**src/logic/pir_regs.vh**
```
// constants for the pci interrupt rerouting fabric
// Functional notes
// - secondary levels 8-15 cascade onto primary level 2
// - one shared processor interrupt line in compat mode
// - pci lines steerable to compat levels 1-15 only
// - apic mode: requests become apic bus messages
// - apic bus: one clock, two bidirectional data lines
// - 24 apic inputs; levels 0-15 map one-to-one
// - pass-through pci a-d land on apic 16-19
// - each apic input owns a redirection entry
// - internal steering never reaches the apic
// - rerouter: pass-through or chosen isa irq
// - each pci line routed independently
// - two 8-bit registers, one nibble per line
// - two registers alias across four-byte range
// - combine slot, scsi and nic interrupts
// - smi intercepts errors when enabled, else nmi
// - some errors raise nmi despite smi
// - non-isa errors shown as nmi/smi events
// - gated smi and nmi produce serr
`ifndef PIR_REGS_VH
`define PIR_REGS_VH

// rerouter register index (address bit 0 only)
`define PIR_REG_FIRST        1'h0
`define PIR_REG_SECOND       1'h1
`define PIR_REG_RESET        8'h00
// nibble layout inside a register
`define PIR_NIB_LO           3:0
`define PIR_NIB_HI           7:4
// routing code meaning pass-through
`define PIR_CODE_PASS        4'h0
// first apic input fed by pci line a
`define PIR_APIC_PCI_BASE    5'h10
// compat cascade level on the primary
`define PIR_CASCADE_LEVEL    3'h2
// redirection entry fields
`define PIR_RED_VEC          7:0
`define PIR_RED_LEVEL        8
`define PIR_RED_MASK         9
`define PIR_RED_RESET        10'h200
// apic bus timing
`define PIR_CLK_NS           10
`define PIR_APIC_CLK_NS      60
// apic message length in bits
`define PIR_MSG_BITS         5'h10

`endif

```
**src/logic/pir_top.v**
```verilog
// pci interrupt rerouting fabric top level
`timescale 1ns/1ps
module pir_top #(
   parameter NUM_SLOTS = 4,
   parameter APIC_INS  = 24
) (
   // clock and reset
   input  wire                 clk,
   input  wire                 reset,
   // mode select: high for apic delivery
   input  wire                 apic_mode,
   // pci interrupt sources, active low
   input  wire [NUM_SLOTS-1:0] slot_inta_n,
   input  wire                 chain_intb_n,
   input  wire                 chain_intc_n,
   input  wire                 chain_intd_n,
   input  wire                 scsi_int_n,
   input  wire                 nic_int_n,
   // legacy isa requests 0-15, active high
   input  wire [15:0]          isa_irq,
   // south bridge steering map, nibble per pci line
   input  wire [15:0]          sb_steer_map,
   // rerouter i/o port
   input  wire                 io_cs_n,
   input  wire [1:0]           io_addr,
   input  wire                 io_rd_n,
   input  wire                 io_wr_n,
   input  wire [7:0]           io_data_in,
   output reg  [7:0]           io_data_out,
   output reg                  io_data_oe_n,
   // processor side of compat controller
   input  wire                 proc_ack,
   input  wire                 proc_eoi,
   output wire                 processor_irq_line,
   output wire [3:0]           compat_vec,
   // redirection entry programming
   input  wire                 red_wr,
   input  wire [4:0]           red_idx,
   input  wire [9:0]           red_data,
   // apic bus
   output wire                 apic_clk,
   input  wire [1:0]           apic_d_in,
   output wire [1:0]           apic_d_out,
   output wire [1:0]           apic_d_oe_n,
   // error sources and gating
   input  wire [3:0]           err_evt,
   input  wire [3:0]           err_nmi_always,
   input  wire                 bmc_smi_n,
   input  wire                 smi_enable,
   input  wire                 serr_enable,
   // rerouted isa irq lines and error outputs
   output reg  [15:0]          isa_irq_out,
   output reg                  sys_mgmt_irq_n,
   output reg                  nmi,
   output reg                  serr_n
);
`include "pir_regs.vh"

   // rerouter control registers
   reg  [7:0]  reroute_ctrl_first_q;  // lines a and b
   reg  [7:0]  reroute_ctrl_second_q; // lines c and d

   // combined pci lines and routing decode
   reg  [3:0]  pci_line_q;     // a..d, active high
   wire [15:0] code_all;       // four nibbles, a low
   reg  [3:0]  pass_v;         // line goes to apic
   reg  [15:0] reroute_v;      // rerouted isa levels
   reg  [15:0] steer_v;        // south bridge steering
   reg  [15:0] compat_req_q;   // compat controller inputs
   reg  [APIC_INS-1:0] apic_req_q; // apic inputs
   wire        io_sel;         // port selected
   wire        reg_idx;        // aliased register index
   wire        irq_raw;        // compat line from controller
   wire [3:0]  vec_raw;        // compat level from controller
   reg         irq_q;          // registered shared line
   reg         sys_err;        // any system error
   reg         nmi_d;          // next nmi
   reg         smi_d;          // next smi
   integer     k;

   // register port

   // chip select comes already decoded from outside
   assign io_sel  = !io_cs_n;
   // only address bit 0 decoded, so four bytes alias two
   assign reg_idx = io_addr[0];

   // writes land in the addressed register
   always @(posedge clk) begin
      if (reset) begin
         reroute_ctrl_first_q <= `PIR_REG_RESET;
         reroute_ctrl_second_q <= `PIR_REG_RESET;
      end else if (io_sel && !io_wr_n) begin
         // full byte written, one nibble per line
         if (reg_idx == `PIR_REG_FIRST) begin
            reroute_ctrl_first_q <= io_data_in;
         end else begin
            reroute_ctrl_second_q <= io_data_in;
         end
      end
   end

   // reads return the aliased register
   always @(posedge clk) begin
      if (reset) begin
         io_data_out <= 8'h00;
         io_data_oe_n <= 1'b1;
      end else begin
         // drive only during a selected read
         io_data_oe_n <= !(io_sel && !io_rd_n);
         if (reg_idx == `PIR_REG_FIRST) begin
            io_data_out <= reroute_ctrl_first_q;
         end else begin
            io_data_out <= reroute_ctrl_second_q;
         end
      end
   end

   // pci source combining

   // wired-or of the shared active-low sources
   always @(posedge clk) begin
      if (reset) begin
         pci_line_q <= 4'h0;
      end else begin
         // every slot inta plus scsi onto line a
         pci_line_q[0] <= !(&slot_inta_n) || !scsi_int_n;
         // cascaded intb chain plus nic onto line b
         pci_line_q[1] <= !chain_intb_n || !nic_int_n;
         // cascaded chains onto lines c and d
         pci_line_q[2] <= !chain_intc_n;
         pci_line_q[3] <= !chain_intd_n;
      end
   end

   // rerouting decode

   assign code_all = {reroute_ctrl_second_q[`PIR_NIB_HI],
                      reroute_ctrl_second_q[`PIR_NIB_LO],
                      reroute_ctrl_first_q[`PIR_NIB_HI],
                      reroute_ctrl_first_q[`PIR_NIB_LO]};

   // each line decoded on its own nibble
   always @* begin
      pass_v = 4'h0;
      reroute_v = 16'h0000;
      steer_v = 16'h0000;
      for (k = 0; k < 4; k = k + 1) begin
         // code zero passes, others name an irq
         if (code_all[k*4 +: 4] == `PIR_CODE_PASS) begin
            pass_v[k] = pci_line_q[k];
         end else begin
            reroute_v[code_all[k*4 +: 4]] =
               reroute_v[code_all[k*4 +: 4]] | pci_line_q[k];
         end
         // south bridge steering, levels 1-15 only
         if (sb_steer_map[k*4 +: 4] != 4'h0) begin
            steer_v[sb_steer_map[k*4 +: 4]] =
               steer_v[sb_steer_map[k*4 +: 4]] | pci_line_q[k];
         end
      end
   end

   // delivery to compat controller, isa lines and apic

   // registered request vectors
   always @(posedge clk) begin
      if (reset) begin
         compat_req_q <= 16'h0000;
         apic_req_q <= {APIC_INS{1'b0}};
         isa_irq_out <= 16'h0000;
      end else begin
         // rerouted lines appear as real isa irqs
         isa_irq_out <= reroute_v;
         // steered lines reach the controller only
         compat_req_q <= isa_irq | reroute_v | steer_v;
         // isa levels keep their numbers at the apic
         apic_req_q[15:0] <= isa_irq | reroute_v;
         // pass-through lines on 16-19, never steered ones
         apic_req_q[19:16] <= pass_v;
         apic_req_q[APIC_INS-1:20] <= {(APIC_INS-20){1'b0}};
      end
   end

   // cascaded compatibility controllers
   pir_compat_ctrl u_compat (
      .clk   (clk),
      .reset (reset),
      .req   (compat_req_q),
      .ack   (proc_ack),
      .eoi   (proc_eoi),
      .irq_q (irq_raw),
      .vec_q (vec_raw)
   );

   // shared line only in compat mode
   always @(posedge clk) begin
      if (reset) begin
         irq_q <= 1'b0;
      end else begin
         irq_q <= irq_raw && !apic_mode;
      end
   end

   assign processor_irq_line = irq_q;
   assign compat_vec = vec_raw;

   // i/o apic and its serial bus
   pir_apic_tx #(
      .N (APIC_INS)
   ) u_apic (
      .clk         (clk),
      .reset       (reset),
      .enable      (apic_mode),
      .req         (apic_req_q),
      .red_wr      (red_wr),
      .red_idx     (red_idx),
      .red_data    (red_data),
      .apic_clk_q  (apic_clk),
      .apic_d_in   (apic_d_in),
      .apic_d_out  (apic_d_out),
      .apic_d_oe_n (apic_d_oe_n)
   );

   // error signalling

   // choose smi or nmi for system errors
   always @* begin
      sys_err = |err_evt;
      if (smi_enable) begin
         // intercepted, preprocessing by smi handler
         smi_d = sys_err || !bmc_smi_n;
         // some errors still need nmi
         nmi_d = |(err_evt & err_nmi_always);
      end else begin
         // handled straight through nmi
         smi_d = 1'b0;
         nmi_d = sys_err;
      end
   end

   // registered error outputs and serr gating
   always @(posedge clk) begin
      if (reset) begin
         sys_mgmt_irq_n <= 1'b1;
         nmi <= 1'b0;
         serr_n <= 1'b1;
      end else begin
         sys_mgmt_irq_n <= !smi_d;
         nmi <= nmi_d;
         // serr formed from gated smi and nmi
         serr_n <= !(serr_enable && (smi_d || nmi_d));
      end
   end
endmodule

```
**src/logic/pir_compat_ctrl.v**
```verilog
// cascaded pair of compatibility interrupt controllers
`timescale 1ns/1ps
module pir_compat_ctrl (
   // clock and reset
   input  wire        clk,
   input  wire        reset,
   // request levels 0-15
   input  wire [15:0] req,
   // processor acknowledge and end of interrupt
   input  wire        ack,
   input  wire        eoi,
   // shared interrupt line and chosen level
   output reg         irq_q,
   output reg  [3:0]  vec_q
);
`include "pir_regs.vh"

   reg  [15:0] isr_q;   // in-service levels
   wire [7:0]  pri_req; // primary view of requests
   wire [7:0]  sec_req; // secondary requests
   reg  [3:0]  pick;    // level chosen at acknowledge
   wire [3:0]  sec_pick; // lowest requesting secondary level

   // lowest set bit of eight wins
   function [3:0] first8;
      input [7:0] v;
      integer i;
      begin
         first8 = 4'h8;
         for (i = 7; i >= 0; i = i - 1) begin
            if (v[i]) begin
               first8 = i[3:0];
            end
         end
      end
   endfunction

   // secondary feeds primary level two
   assign sec_req = req[15:8];
   assign pri_req = {req[7:3], |sec_req, req[1:0]};
   assign sec_pick = first8(sec_req);

   // resolve primary then secondary
   always @* begin
      pick = first8(pri_req);
      if (pick[2:0] == `PIR_CASCADE_LEVEL && !pick[3]) begin
         pick = {1'b1, sec_pick[2:0]};
      end
   end

   // one request serviced at a time
   always @(posedge clk) begin
      if (reset) begin
         isr_q <= 16'h0000;
         irq_q <= 1'b0;
         vec_q <= 4'h0;
      end else begin
         // single line to processors
         irq_q <= (|pri_req) && (isr_q == 16'h0000) && !ack;
         if (ack && (|pri_req)) begin
            vec_q <= pick;
            isr_q <= 16'h0001 << pick;
         end else if (eoi) begin
            isr_q <= 16'h0000;
         end
      end
   end
endmodule

```
**src/logic/pir_apic_tx.v**
```verilog
// i/o apic with redirection entries and serial bus sender
`timescale 1ns/1ps
module pir_apic_tx #(
   parameter N = 24
) (
   // clock and reset
   input  wire         clk,
   input  wire         reset,
   // enable of apic delivery
   input  wire         enable,
   // request inputs
   input  wire [N-1:0] req,
   // redirection entry write port
   input  wire         red_wr,
   input  wire [4:0]   red_idx,
   input  wire [9:0]   red_data,
   // apic bus
   output reg          apic_clk_q,
   input  wire [1:0]   apic_d_in,
   output reg  [1:0]   apic_d_out,
   output reg  [1:0]   apic_d_oe_n
);
`include "pir_regs.vh"

   // half period of apic clock in system clocks
   localparam integer HALF_I = (`PIR_APIC_CLK_NS / `PIR_CLK_NS) / 2;
   localparam [3:0] HALF = HALF_I[3:0];
   localparam [2:0] S_IDLE = 3'b001;
   localparam [2:0] S_WAIT = 3'b010;
   localparam [2:0] S_SEND = 3'b100;

   reg  [9:0]   red_q [0:N-1]; // redirection entries
   reg  [N-1:0] req_q;         // previous requests
   reg  [N-1:0] pend_q;        // awaiting delivery
   reg  [N-1:0] irr_q;         // level message outstanding
   reg  [N-1:0] set_v;         // new requests
   reg  [N-1:0] clr_v;         // delivered this cycle
   reg  [3:0]   div_q;         // clock divider
   reg  [2:0]   st_q;          // sender state
   reg  [4:0]   cnt_q;         // bits left
   reg  [15:0]  sh_q;          // outgoing message
   reg  [4:0]   sel;           // chosen input
   reg          any;           // something pending
   wire         fall;          // apic clock falls now
   integer      i;             // scan index, decode only
   integer      j;             // reset loop index

   assign fall = (div_q == HALF - 4'h1) && apic_clk_q;

   // watch inputs; edge or level per entry
   always @* begin
      sel = 5'h00;
      any = 1'b0;
      set_v = {N{1'b0}};
      clr_v = {N{1'b0}};
      for (i = N - 1; i >= 0; i = i - 1) begin
         if (!red_q[i][`PIR_RED_MASK] && req[i]) begin
            if (red_q[i][`PIR_RED_LEVEL] ? !irr_q[i] : !req_q[i]) begin
               set_v[i] = 1'b1;
            end
         end
         if (pend_q[i]) begin
            sel = i[4:0];
            any = 1'b1;
         end
      end
      // retire only when the message really starts on an idle bus
      if (st_q == S_WAIT && fall && apic_d_in == 2'b11) begin
         clr_v[sel] = 1'b1;
      end
   end

   // entries, pending and message framing
   always @(posedge clk) begin
      if (reset) begin
         for (j = 0; j < N; j = j + 1) begin
            red_q[j] <= `PIR_RED_RESET;
         end
         req_q <= {N{1'b0}};
         pend_q <= {N{1'b0}};
         irr_q <= {N{1'b0}};
         div_q <= 4'h0;
         apic_clk_q <= 1'b0;
         st_q <= S_IDLE;
         cnt_q <= 5'h00;
         sh_q <= 16'h0000;
         apic_d_out <= 2'b00;
         apic_d_oe_n <= 2'b11;
      end else begin
         if (red_wr && red_idx < N) begin
            red_q[red_idx] <= red_data;
         end
         req_q <= req;
         // new event beats delivery clear
         pend_q <= (pend_q & ~clr_v) | (enable ? set_v : {N{1'b0}});
         irr_q <= (irr_q | clr_v) & req;
         // free running bus clock
         if (div_q == HALF - 4'h1) begin
            div_q <= 4'h0;
            apic_clk_q <= !apic_clk_q;
         end else begin
            div_q <= div_q + 4'h1;
         end
         case (st_q)
            S_IDLE: begin
               apic_d_oe_n <= 2'b11;
               if (any && enable) begin
                  st_q <= S_WAIT;
               end
            end
            S_WAIT: begin
               // start only on an idle bus
               if (fall && apic_d_in == 2'b11) begin
                  sh_q <= {red_q[sel][`PIR_RED_VEC], sel,
                           red_q[sel][`PIR_RED_LEVEL], 2'b00};
                  cnt_q <= `PIR_MSG_BITS;
                  apic_d_oe_n <= 2'b10; // start bit low on line 0
                  st_q <= S_SEND;
               end
            end
            S_SEND: begin
               if (fall) begin
                  // open drain: enable only for zeros
                  if (cnt_q == 5'h00) begin
                     apic_d_oe_n <= 2'b11;
                     st_q <= S_IDLE;
                  end else begin
                     apic_d_oe_n <= sh_q[15:14];
                     sh_q <= {sh_q[13:0], 2'b11};
                     cnt_q <= cnt_q - 5'h02;
                  end
               end
            end
            default: begin
               st_q <= S_IDLE;
            end
         endcase
      end
   end
endmodule

```
**config.mk**
```make
export PLATFORM = sky130hd
export DESIGN_NAME = pir_top
export DESIGN_NICKNAME = d
export VERILOG_FILES = /design/src/logic/pir_top.v /design/src/logic/pir_compat_ctrl.v /design/src/logic/pir_apic_tx.v
export VERILOG_INCLUDE_DIRS = /design/src /design/src/logic
export SDC_FILE = /design/constraint.sdc
export NUM_CORES = 1
export LEC_CHECK = 0
export BUFFER_PORTS_ARGS = -buffer_cell sky130_fd_sc_hd__buf_2
export CAP_MARGIN = 25
export CORE_ASPECT_RATIO = 1.25
export CORE_MARGIN = 1.5
export CORE_UTILIZATION = 35
export DETAILED_ROUTE_END_ITERATION = 7
export PLACE_DENSITY = 0.6
export SKIP_CTS_REPAIR_TIMING = 1
export SYNTH_ARGS = -nofsm -noshare
export SYNTH_HDL_FRONTEND = slang
export SYNTH_HIERARCHICAL = 1
export SYNTH_SLANG_ARGS = --single-unit
```
**constraint.sdc**
```tcl
create_clock -name clk -period 7.93 [get_ports clk]
set_input_delay 1.1895 -clock clk [delete_from_list [all_inputs] [get_ports clk]]
set_output_delay 1.1895 -clock clk [all_outputs]
set_load 0.1 [all_outputs]
```
==> impl_results.md, run 1 <==
* Run status: finished clean
* Clock sink count at 446
* Syn. warnings at 6
* Syn Inst Count at 2239
* Core ar. at 64300 um2
* Layout cells sized above 1 at 0.141
* Via Count at 18200
* Crit end category: flop
* Vias in the first global route at 17800
* Post-route ant nets at 0
* Clock Tree Buf Depth at 3
* TritonCTS Buffers at 46
* Commonest cells after routing, fill and taps aside: edfxtp_1 (240), and2_1 (228), dfxtp_1 (206), nor2_1 (205), nand2_1 (145)
* Chip Width at 231 um
* Residual DRC at 0
* RSZ-0062 raised after global routing: no
* Rel. slew slack at 0.237
* Maxcap violations at 0
* CTS H-Tree Depth at 2
* R2r worst-path depth at 9
* Sequential standard cell area at 11300 um2
* DRT iter0 DRCs at 1783
* Num rows at 104
* Worst R2R End: apic_req_q[4]
* Worst hold slack at 462 ps
* Design Area, Final at 25300 um2
* Pre-Repair DR Iteration Count at 5
* Multi-input gate area at 10600 um2
* Clock-pin slew on the worst setup and hold paths at 60 ps
* Minimum clock period at 4100 ps
* CP Class: flop to flop
* # setup viols final at 0
* Final Slew Violations at 0
* Worst EP required at 8340 ps
* Worst Hold Path EP: u_compat/vec_q[2]
* First-pass GRT wire length at 109000 um
* Total GRT Usage at 0.213
* Die Height at 288 um
* Max Freq at 244 MHz
* Via density at 5.73
* Avg WL per Cell at 22.6 um
* CP Max Fanout at 24
* Worst r2r src: reroute_ctrl_first_q[6]
* Power density over the cells at 224 nW/um2
* Tot Pwr at 5.66 mW
* Arr. time, crit path at 4510 ps
* Clock Latency Late Sink at 590 ps
* Placed wire-length estimate after detailed placement at 50100 um
* Worst hold stages at 2
* Leading cell type in the layout, fill and taps excluded: edfxtp_1
* CP Launch Type: flop
* Hold crit path type: flop to flop
* P_leak at 9.03 nW
* RD Place Congestion at 0.921
* Clock skew at 23.1 ps
* Initial Util at 0.353
* CTS tree: yes
* Final net count at 2380
* Final wirelength at 71800 um
* HP Start: u_compat/vec_q[2]
* Full die area at 66500 um2
* Top Ports at 126
* Synthesized area per cell at 10.1 um2
* Register-to-register setup slack at 3830 ps
* Dpl cell area at 23900 um2
* Setup TNS at 0 ps
* Initial antenna violation count at 2
* Filler Cells Inserted at 6370
* Gr ovfl total at 0
* VDD IR-drop max at 0.000145 V
* PortBufs at 122
* Post-Syn Area at 22700 um2
* Least-Margin Pin Slew at 1140 ps
* Clk root buf: clkbuf_16
* Synthesis-to-layout area growth at 11.5%
* Largest net degree at the start of global routing at 82
* Period utilisation layout at 0.517
* Final Hold Viols at 0
[power by group]
group,total (mW),switching (mW),internal (mW)
Sequential,2.61,0.0750,2.53
Combinational,0.939,0.664,0.275
Clock,2.12,0.951,1.16
[how the worst max path moves through the flow]
stage,startpoint,end,slack [ps],cells after the start
detailed placement,sb_steer_map[6],compat_req_q[4],3440,10
global route,sb_steer_map[6],compat_req_q[4],3640,10
CTS,reroute_ctrl_first_q[6],apic_req_q[4],3920,9
finish,reroute_ctrl_first_q[6],apic_req_q[4],3830,9
global placement,sb_steer_map[6],compat_req_q[6],3450,10
floorplan,sb_steer_map[6],compat_req_q[13],4390,12
[worst max-delay path: stages, from the launching register on]
cell      delay, ps
dfxtp_1         920
nor2b_1         250
a32o_1          300
a221o_1         530
a31o_1          390
a221oi_4        430
a41o_4          220
nand3_4         110
a31oi_1         530
a21oi_1         210
[area by class of cell]
| cell class | instances | area share |
|---|---|---|
| multi-input combinational | 1624 | 0.419 |
| clock inverter | 26 | 0.00717 |
| inverter | 32 | 0.00474 |
| tap | 848 | 0.0419 |
| sequential | 446 | 0.448 |
| timing repair buffer | 139 | 0.0294 |
| antenna | 2 | 0.000198 |
| clock buffer | 59 | 0.0498 |
[stage by stage]
stage	utilization	std cells	worst slack [ps]
floorplan	-	2246	4390
global placement	0.371	3089	3450
detailed placement	0.371	3089	3440
CTS	0.394	3174	3920
global route	0.394	3174	3640
finish	0.394	3176	3830
[metal layers]
| metal | GRT usage | vias to the layer above | part of all wire |
|---|---|---|---|
| li1 | - | 8345 | - |
| met1 | 0.263 | 8977 | 0.41 |
| met2 | 0.375 | 719 | 0.50 |
| met3 | 0.0290 | 147 | 0.059 |
| met4 | 0.0796 | 2 | 0.036 |
| met5 | 0 | - | 0.00014 |
[sequential cells by signal (all words and copies together) (netlist names), 2 cells and up]
register,flops
u_apic/cnt_q,4
u_apic/red_q,240
pci_line_q,4
reroute_ctrl_second_q,8
u_apic/st_q,3
u_compat/vec_q,4
u_compat/isr_q,16
compat_req_q,15
u_apic/apic_d_oe_n,2
apic_req_q,20
u_apic/pend_q,24
isa_irq_out,16
reroute_ctrl_first_q,8
io_data_out,8
u_apic/div_q,4
u_apic/req_q,24
u_apic/sh_q,15
u_apic/irr_q,24
(Power assumes the default switching activity.)
==> inputs of run 2 (changes only) <==
- ABC_AREA: not set -> 1
- PLACE_DENSITY: 0.6 -> 0.59
- clock period: 7.93 -> 4 ns (I/O delays scaled with it)
==> run 2 against run 1 <==
  * Combinational power grew to 3.1 times the previous value
  * Critical path depth up 17
  * Cell count grew 36%
  * Setup slack worse by 3400 ps
  * Design area up 15%
  * Non-clock buffer count is 41 higher
  * Clock skew shrank 2.4 ps
  * Hold slack lost 320 ps
  * Critical path type unchanged
  * Largest cell class unchanged
  * Largest power group unchanged
==> impl_results.md, run 2 <==
* Run status: finished clean
* Critical Path Source: pci_line_q[0]
* Total GRT Usage at 0.206 (-0.00683)
* Least-Margin Pin Slew at 1070 ps (-74.7 ps)
* Post-Syn Area at 25300 um2 (+12%)
* Synthesized area per cell at 8.10 um2 (-20%)
* Max Freq at 284 MHz (+16%)
* Layout cells sized above 1 at 0.113 (-0.0283)
* # setup viols final at 0 (unchanged)
* Final Hold Viols at 0 (unchanged)
* CTS H-Tree Depth at 2 (unchanged)
* Gr ovfl total at 0 (unchanged)
* Dpl cells at 4199 (+36%)
* RD Place Congestion at 0.884 (-4.0%)
* Full die area at 74000 um2 (+11%)
* CP Launch Type: flop
* PortBufs at 122 (unchanged)
* Syn Inst Count at 3127 (+40%)
* Initial antenna violation count at 1 (-1)
* Final wirelength at 77200 um (+7.5%)
* Layout Cells excl Fill at 4305 (+36%)
* Power density over the cells at 482 nW/um2 (+120%)
* Tot Pwr at 14.0 mW (+150%)
* Antenna Cells at 0 (-2)
* Post-route core utilization at 0.404 (+0.0105)
* Worst r2r src: pci_line_q[0]
* Syn. warnings at 6 (unchanged)
* Clk root buf: clkbuf_16
* Largest net degree at the start of global routing at 64 (-22%)
* Post-Route M1 WL at 30900 um (+6.0%)
* Initial Util at 0.353 (-0.000660)
* R2r worst-path depth at 26 (+17)
* Top reg by flops: u_apic/red_q
* Rel. slew slack at 0.289 (+0.0518)
* Commonest cells after routing, fill and taps aside: nor2_1 (662), nand2_1 (522), nand3_1 (414), edfxtp_1 (312), inv_1 (297)
* HP Start: chain_intc_n
* Final Slew Violations at 0 (unchanged)
* Worst EP required at 4540 ps (-3800 ps)
* Final net count at 3397 (+43%)
* P_leak at 12.2 nW (+35%)
* Placed wire-length estimate after detailed placement at 54200 um (+8.1%)
* Via Count at 21800 (+20%)
* Residual DRC at 0 (unchanged)
* CP max-delay cell: dfxtp_1
* Synthesis-to-layout area growth at 14.6%
* Clock Latency Late Sink at 620 ps (+30 ps)
* Vias in the first global route at 21000 (+18%)
* Minimum clock period at 3530 ps (-569 ps)
* Max reg flops at 312 (+30%)
* CTS tree: yes
* Met3 wire length at 4190 um (-1.6%)
* Register-to-register setup slack at 470 ps (-3360 ps)
* DR WL met2 at 39400 um (+10%)
* Core ar. at 71800 um2 (+12%)
* CP Class: flop to flop
* Period utilisation layout at 0.882 (+0.365)
* Clock skew at 20.7 ps (-2.35 ps)
* Top Ports at 126 (unchanged)
* Worst stage delay on the critical path at 560 ps (-360 ps)
* Avg WL per Cell at 17.9 um (-21%)
* Critical Path Sink: compat_req_q[5]
* Crit end category: flop
* Setup TNS at 0 ps (unchanged)
* Clock sink count at 518 (+16%)
* Pre-Repair DR Iteration Count at 6 (+1)
* Num rows at 110 (+5.8%)
* Hold crit path type: primary input to flop
* DRT iter0 DRCs at 1753 (-1.7%)
* Arr. time, crit path at 4060 ps (-450 ps)
* Via density at 5.06 (-12%)
* Leading cell type in the layout, fill and taps excluded: nor2_1
* VDD IR-drop max at 0.000315 V (+120%)
* Die Height at 304 um (+5.6%)
* CP Max Fanout at 15 (-38%)
* Clock-pin slew on the worst setup and hold paths at 60 ps (about the same)
* Clock Tree Buf Depth at 3 (unchanged)
* Chip Width at 244 um (+5.5%)
* Worst R2R End: compat_req_q[5]
* Highest routed layer: met5
* TritonCTS Buffers at 55 (+20%)
* RSZ-0062 raised after global routing: no
* Post-route ant nets at 0 (unchanged)
* Crit-path most repeated cell: nor2_1
* Worst hold slack at 142 ps (-320 ps)
* First-pass GRT wire length at 119000 um (+8.9%)
* Maxcap violations at 0 (unchanged)
[run 2: power by group]
group	internal, mW	switching (mW)
registers	5.98	0.152
logic	0.753	2.13
clock network	2.83	2.16
total	9.57	4.44
[run 2: critical path, delay by kind of cell, from the launching register on]
family / cells / cell delay [ps]
AO/OA/AOI/OAI: 1 / 130
buffers and inverters: 4 / 730
flip-flops: 1 / 560
AND/OR/NAND/NOR: 21 / 2000
[run 2: cell type report]
type                    count  area [um2]
fillers                  7490       42800
clock buffers              82        1600
multi-input cells        2192       10100
well taps                 952        1190
repair buffers            180        1180
clock inverters            22         151
flip-flops and latches    518       13500
inverters                 359        1350
[run 2: layer usage]
metal / vias to the layer above / track usage
met5: - / 0
met4: 2 / 0.0703
met3: 140 / 0.0316
met2: 648 / 0.373
met1: 10300 / 0.246
li1: 10700 / -
[run 2: how the worst min path moves through the flow]
stage                     slack, ps  cells after the start            endpoint
after floorplan                 400                      2  processor_irq_line
after global placement          420                      2  processor_irq_line
after detailed placement        420                      2  processor_irq_line
after CTS                       110                      2       pci_line_q[2]
after global routing            130                      2       pci_line_q[2]
final                           140                      2       pci_line_q[2]
[run 2: through the flow]
step	setup WS (ps)	instance area, um2
CTS	459	29000
global placement	406	27200
global route	44.0	29100
floorplan	991	25600
detailed placement	389	27200
finish	473	29100
==> inputs of run 3 (changes only) <==
- CTS_BUF_LIST: not set -> sky130_fd_sc_hd__clkbuf_4
==> run 3 against run 2 <==
  * Wire length increased by 1.8%
  * Count of clock-buffer cells in the layout increased by 123
  * Die area unchanged
  * Clock power decreased by 4%
  * Register-to-register slack about the same
  * Sequential power about the same
  * Critical path depth increased by 7
  * Sequential share of layout area decreased by 0.91 points
  * Non-clock buffer count increased by 54
  * Flip-flop and latch count unchanged
  * Design area increased by 2.0%
  * Hold slack improved by 5.4 ps
  * Largest cell class unchanged
==> impl_results.md, run 3 (synthesized netlist as in run 2, its figures left out) <==
* CTS H-Tree Depth at 4 (+2)
* Placed wire-length estimate after detailed placement at 54200 um (unchanged)
* Worst hold stages at 5 (+3)
* Final Hold Viols at 0 (unchanged)
* Crit-path most repeated cell: nand2_1
* Power density over the cells at 468 nW/um2 (-3.0%)
* Clock share of power at 0.346 (-0.010)
* Dpl cell area at 27200 um2 (unchanged)
* Core ar. at 71800 um2 (unchanged)
* Hold crit path type: primary input to flop
* Final wirelength at 78600 um (+1.8%)
* Vias in the first global route at 21900 (+3.9%)
* Filler Cells Inserted at 7508 (+0.24%)
* Int Pwr at 9.31 mW (-2.7%)
* Clock sink count at 518 (unchanged)
* Final Slew Violations at 0 (unchanged)
* HP Start: red_idx[2]
* Arr. time, crit path at 4450 ps (+390 ps)
* Clk root buf: clkbuf_4
* P_leak at 12.6 nW (+3.4%)
* Net load switching power at 4.55 mW (+2.4%)
* Initial Util at 0.353 (unchanged)
* Full die area at 74000 um2 (unchanged)
* Layout cells sized above 1 at 0.145 (+0.0323)
* Chip Width at 244 um (unchanged)
* Critical Path Source: u_apic/pend_q[23]
* Via density at 4.99 (-1.3%)
* Tot Pwr at 13.9 mW (-1.1%)
* RD Place Congestion at 0.884 (unchanged)
* Clock-pin slew on the worst setup and hold paths at 70 ps (about the same)
* Pre-Repair DR Iteration Count at 6 (unchanged)
* Maxcap violations at 0 (unchanged)
* CTS tree: yes
* Avg WL per Cell at 17.5 um (-2.7%)
* Clock skew at 48.5 ps (+27.8 ps)
* Post-route core utilization at 0.412 (+0.00808)
* Layout Cells excl Fill at 4503 (+4.6%)
* Clock Latency Late Sink at 980 ps (+360 ps)
* Dpl cells at 4199 (unchanged)
* CP Launch Type: flop
* PortBufs at 122 (unchanged)
* Final net count at 3538 (+4.2%)
* Initial antenna violation count at 1 (unchanged)
* DRT iter0 DRCs at 1723 (-1.7%)
* Switching Share at 0.328 (+0.0111)
* Commonest cells after routing, fill and taps aside: nor2_1 (662), nand2_1 (522), nand3_1 (414), edfxtp_1 (312), inv_1 (297)
* CP Class: flop to flop
* Largest net degree at the start of global routing at 64 (unchanged)
* Least-Margin Pin Slew at 1060 ps (-1.26 ps)
* TritonCTS Buffers at 142 (+160%)
* Pre-CTS WS at 389 ps (unchanged)
* VDD IR-drop max at 0.000294 V (-6.6%)
* Clock Tree Buf Depth at 3 (unchanged)
* First-pass GRT wire length at 120000 um (+1.2%)
* Setup TNS at 0 ps (unchanged)
* Die Height at 304 um (unchanged)
* Comb power frac at 0.211 (+0.005)
* Residual DRC at 0 (unchanged)
* Top Ports at 126 (unchanged)
* Total GRT Usage at 0.211 (+0.00490)
* Rel. slew slack at 0.290 (+0.000841)
* Synthesis-to-layout area growth at 16.9%
* CP max-delay cell: dfxtp_1
* CP Max Fanout at 25 (+10)
* Worst stage delay on the critical path at 350 ps (-210 ps)
* R2r worst-path depth at 33 (+27%)
* Max Freq at 284 MHz (about the same)
* Run status: finished clean
* Num rows at 110 (unchanged)
* Design Area, Final at 29600 um2 (+2.0%)
* Worst hold slack at 147 ps (+5.38 ps)
* Minimum clock period at 3530 ps (-0.370 ps)
* Crit end category: flop
* # setup viols final at 0 (unchanged)
* Worst EP required at 4920 ps (+380 ps)
* Gr ovfl total at 0 (unchanged)
* Seq pwr share at 0.443 (+0.005)
* Post-route ant nets at 0 (unchanged)
* Top reg by flops: u_apic/red_q
* Final WS setup at 473 ps (+0.370 ps)
* Worst r2r src: u_apic/pend_q[23]
* Max reg flops at 312 (unchanged)
* Period utilisation layout at 0.882 (about the same)
* Via Count at 22500 (+3.2%)
* Leading cell type in the layout, fill and taps excluded: nor2_1
* RSZ-0062 raised after global routing: no
run 3: cell types whose count changed in the layout (fill, tap and decap cells not counted), moves of 2 or more:
| cell | change |
|---|---|
| bufinv_16 | +2 |
| clkbuf_8 | -8 |
| clkbuf_1 | -16 |
| clkinv_1 | +22 |
| dlygate4sd3_1 | +54 |
| clkinvlp_4 | +2 |
| clkbuf_4 | +205 |
| clkinv_2 | -8 |
| inv_2 | +6 |
| clkbuf_16 | -57 |
run 3: cell type report:
class	count	area, um2	share of cell area
tap	952	1190	0.0402
antenna	1	2.50	0.0000844
multi-input combinational	2192	10100	0.340
clock buffer	205	1540	0.0519
clock inverter	42	251	0.00849
sequential	518	13500	0.455
timing repair buffer	234	1720	0.0582
inverter	359	1350	0.0455
run 3: worst max-delay path, delay by kind of cell, from the launching register on:
kind	cells	cell delay (ps)
buffers and inverters	2	390
and+or+nand+nor	31	2690
DFF	1	350
run 3: worst paths after layout:
path | slack (ps) | end
worst max-delay path | 470 | u_apic/sh_q[2]
worst min-delay path | 150 | u_apic/red_q[16][9]
worst max register to register | 470 | u_apic/sh_q[2]
worst min register to register | 430 | processor_irq_line
run 3: power by group through the flow:
| stage | Clock, mW | Sequential [mW] | Combinational, mW |
|---|---|---|---|
| 2_1_floorplan | 0 | 6.37 | 1.81 |
| 3_3_place_gp | 0 | 6.24 | 2.87 |
| 3_5_place_dp | 0 | 6.24 | 2.88 |
| 4_1_cts | 4.95 | 6.13 | 2.89 |
| 5_1_grt | 5.21 | 6.16 | 3.20 |
| 6_report | 4.79 | 6.13 | 2.93 |
run 3: layer usage:
| layer | up-vias | GRT usage | share of wire |
|---|---|---|---|
| met5 | - | 0 | 0 |
| met4 | 0 | 0.0884 | 0.035 |
| met3 | 154 | 0.0476 | 0.058 |
| met2 | 742 | 0.375 | 0.51 |
| met1 | 10600 | 0.241 | 0.39 |
| li1 | 11000 | - | - |
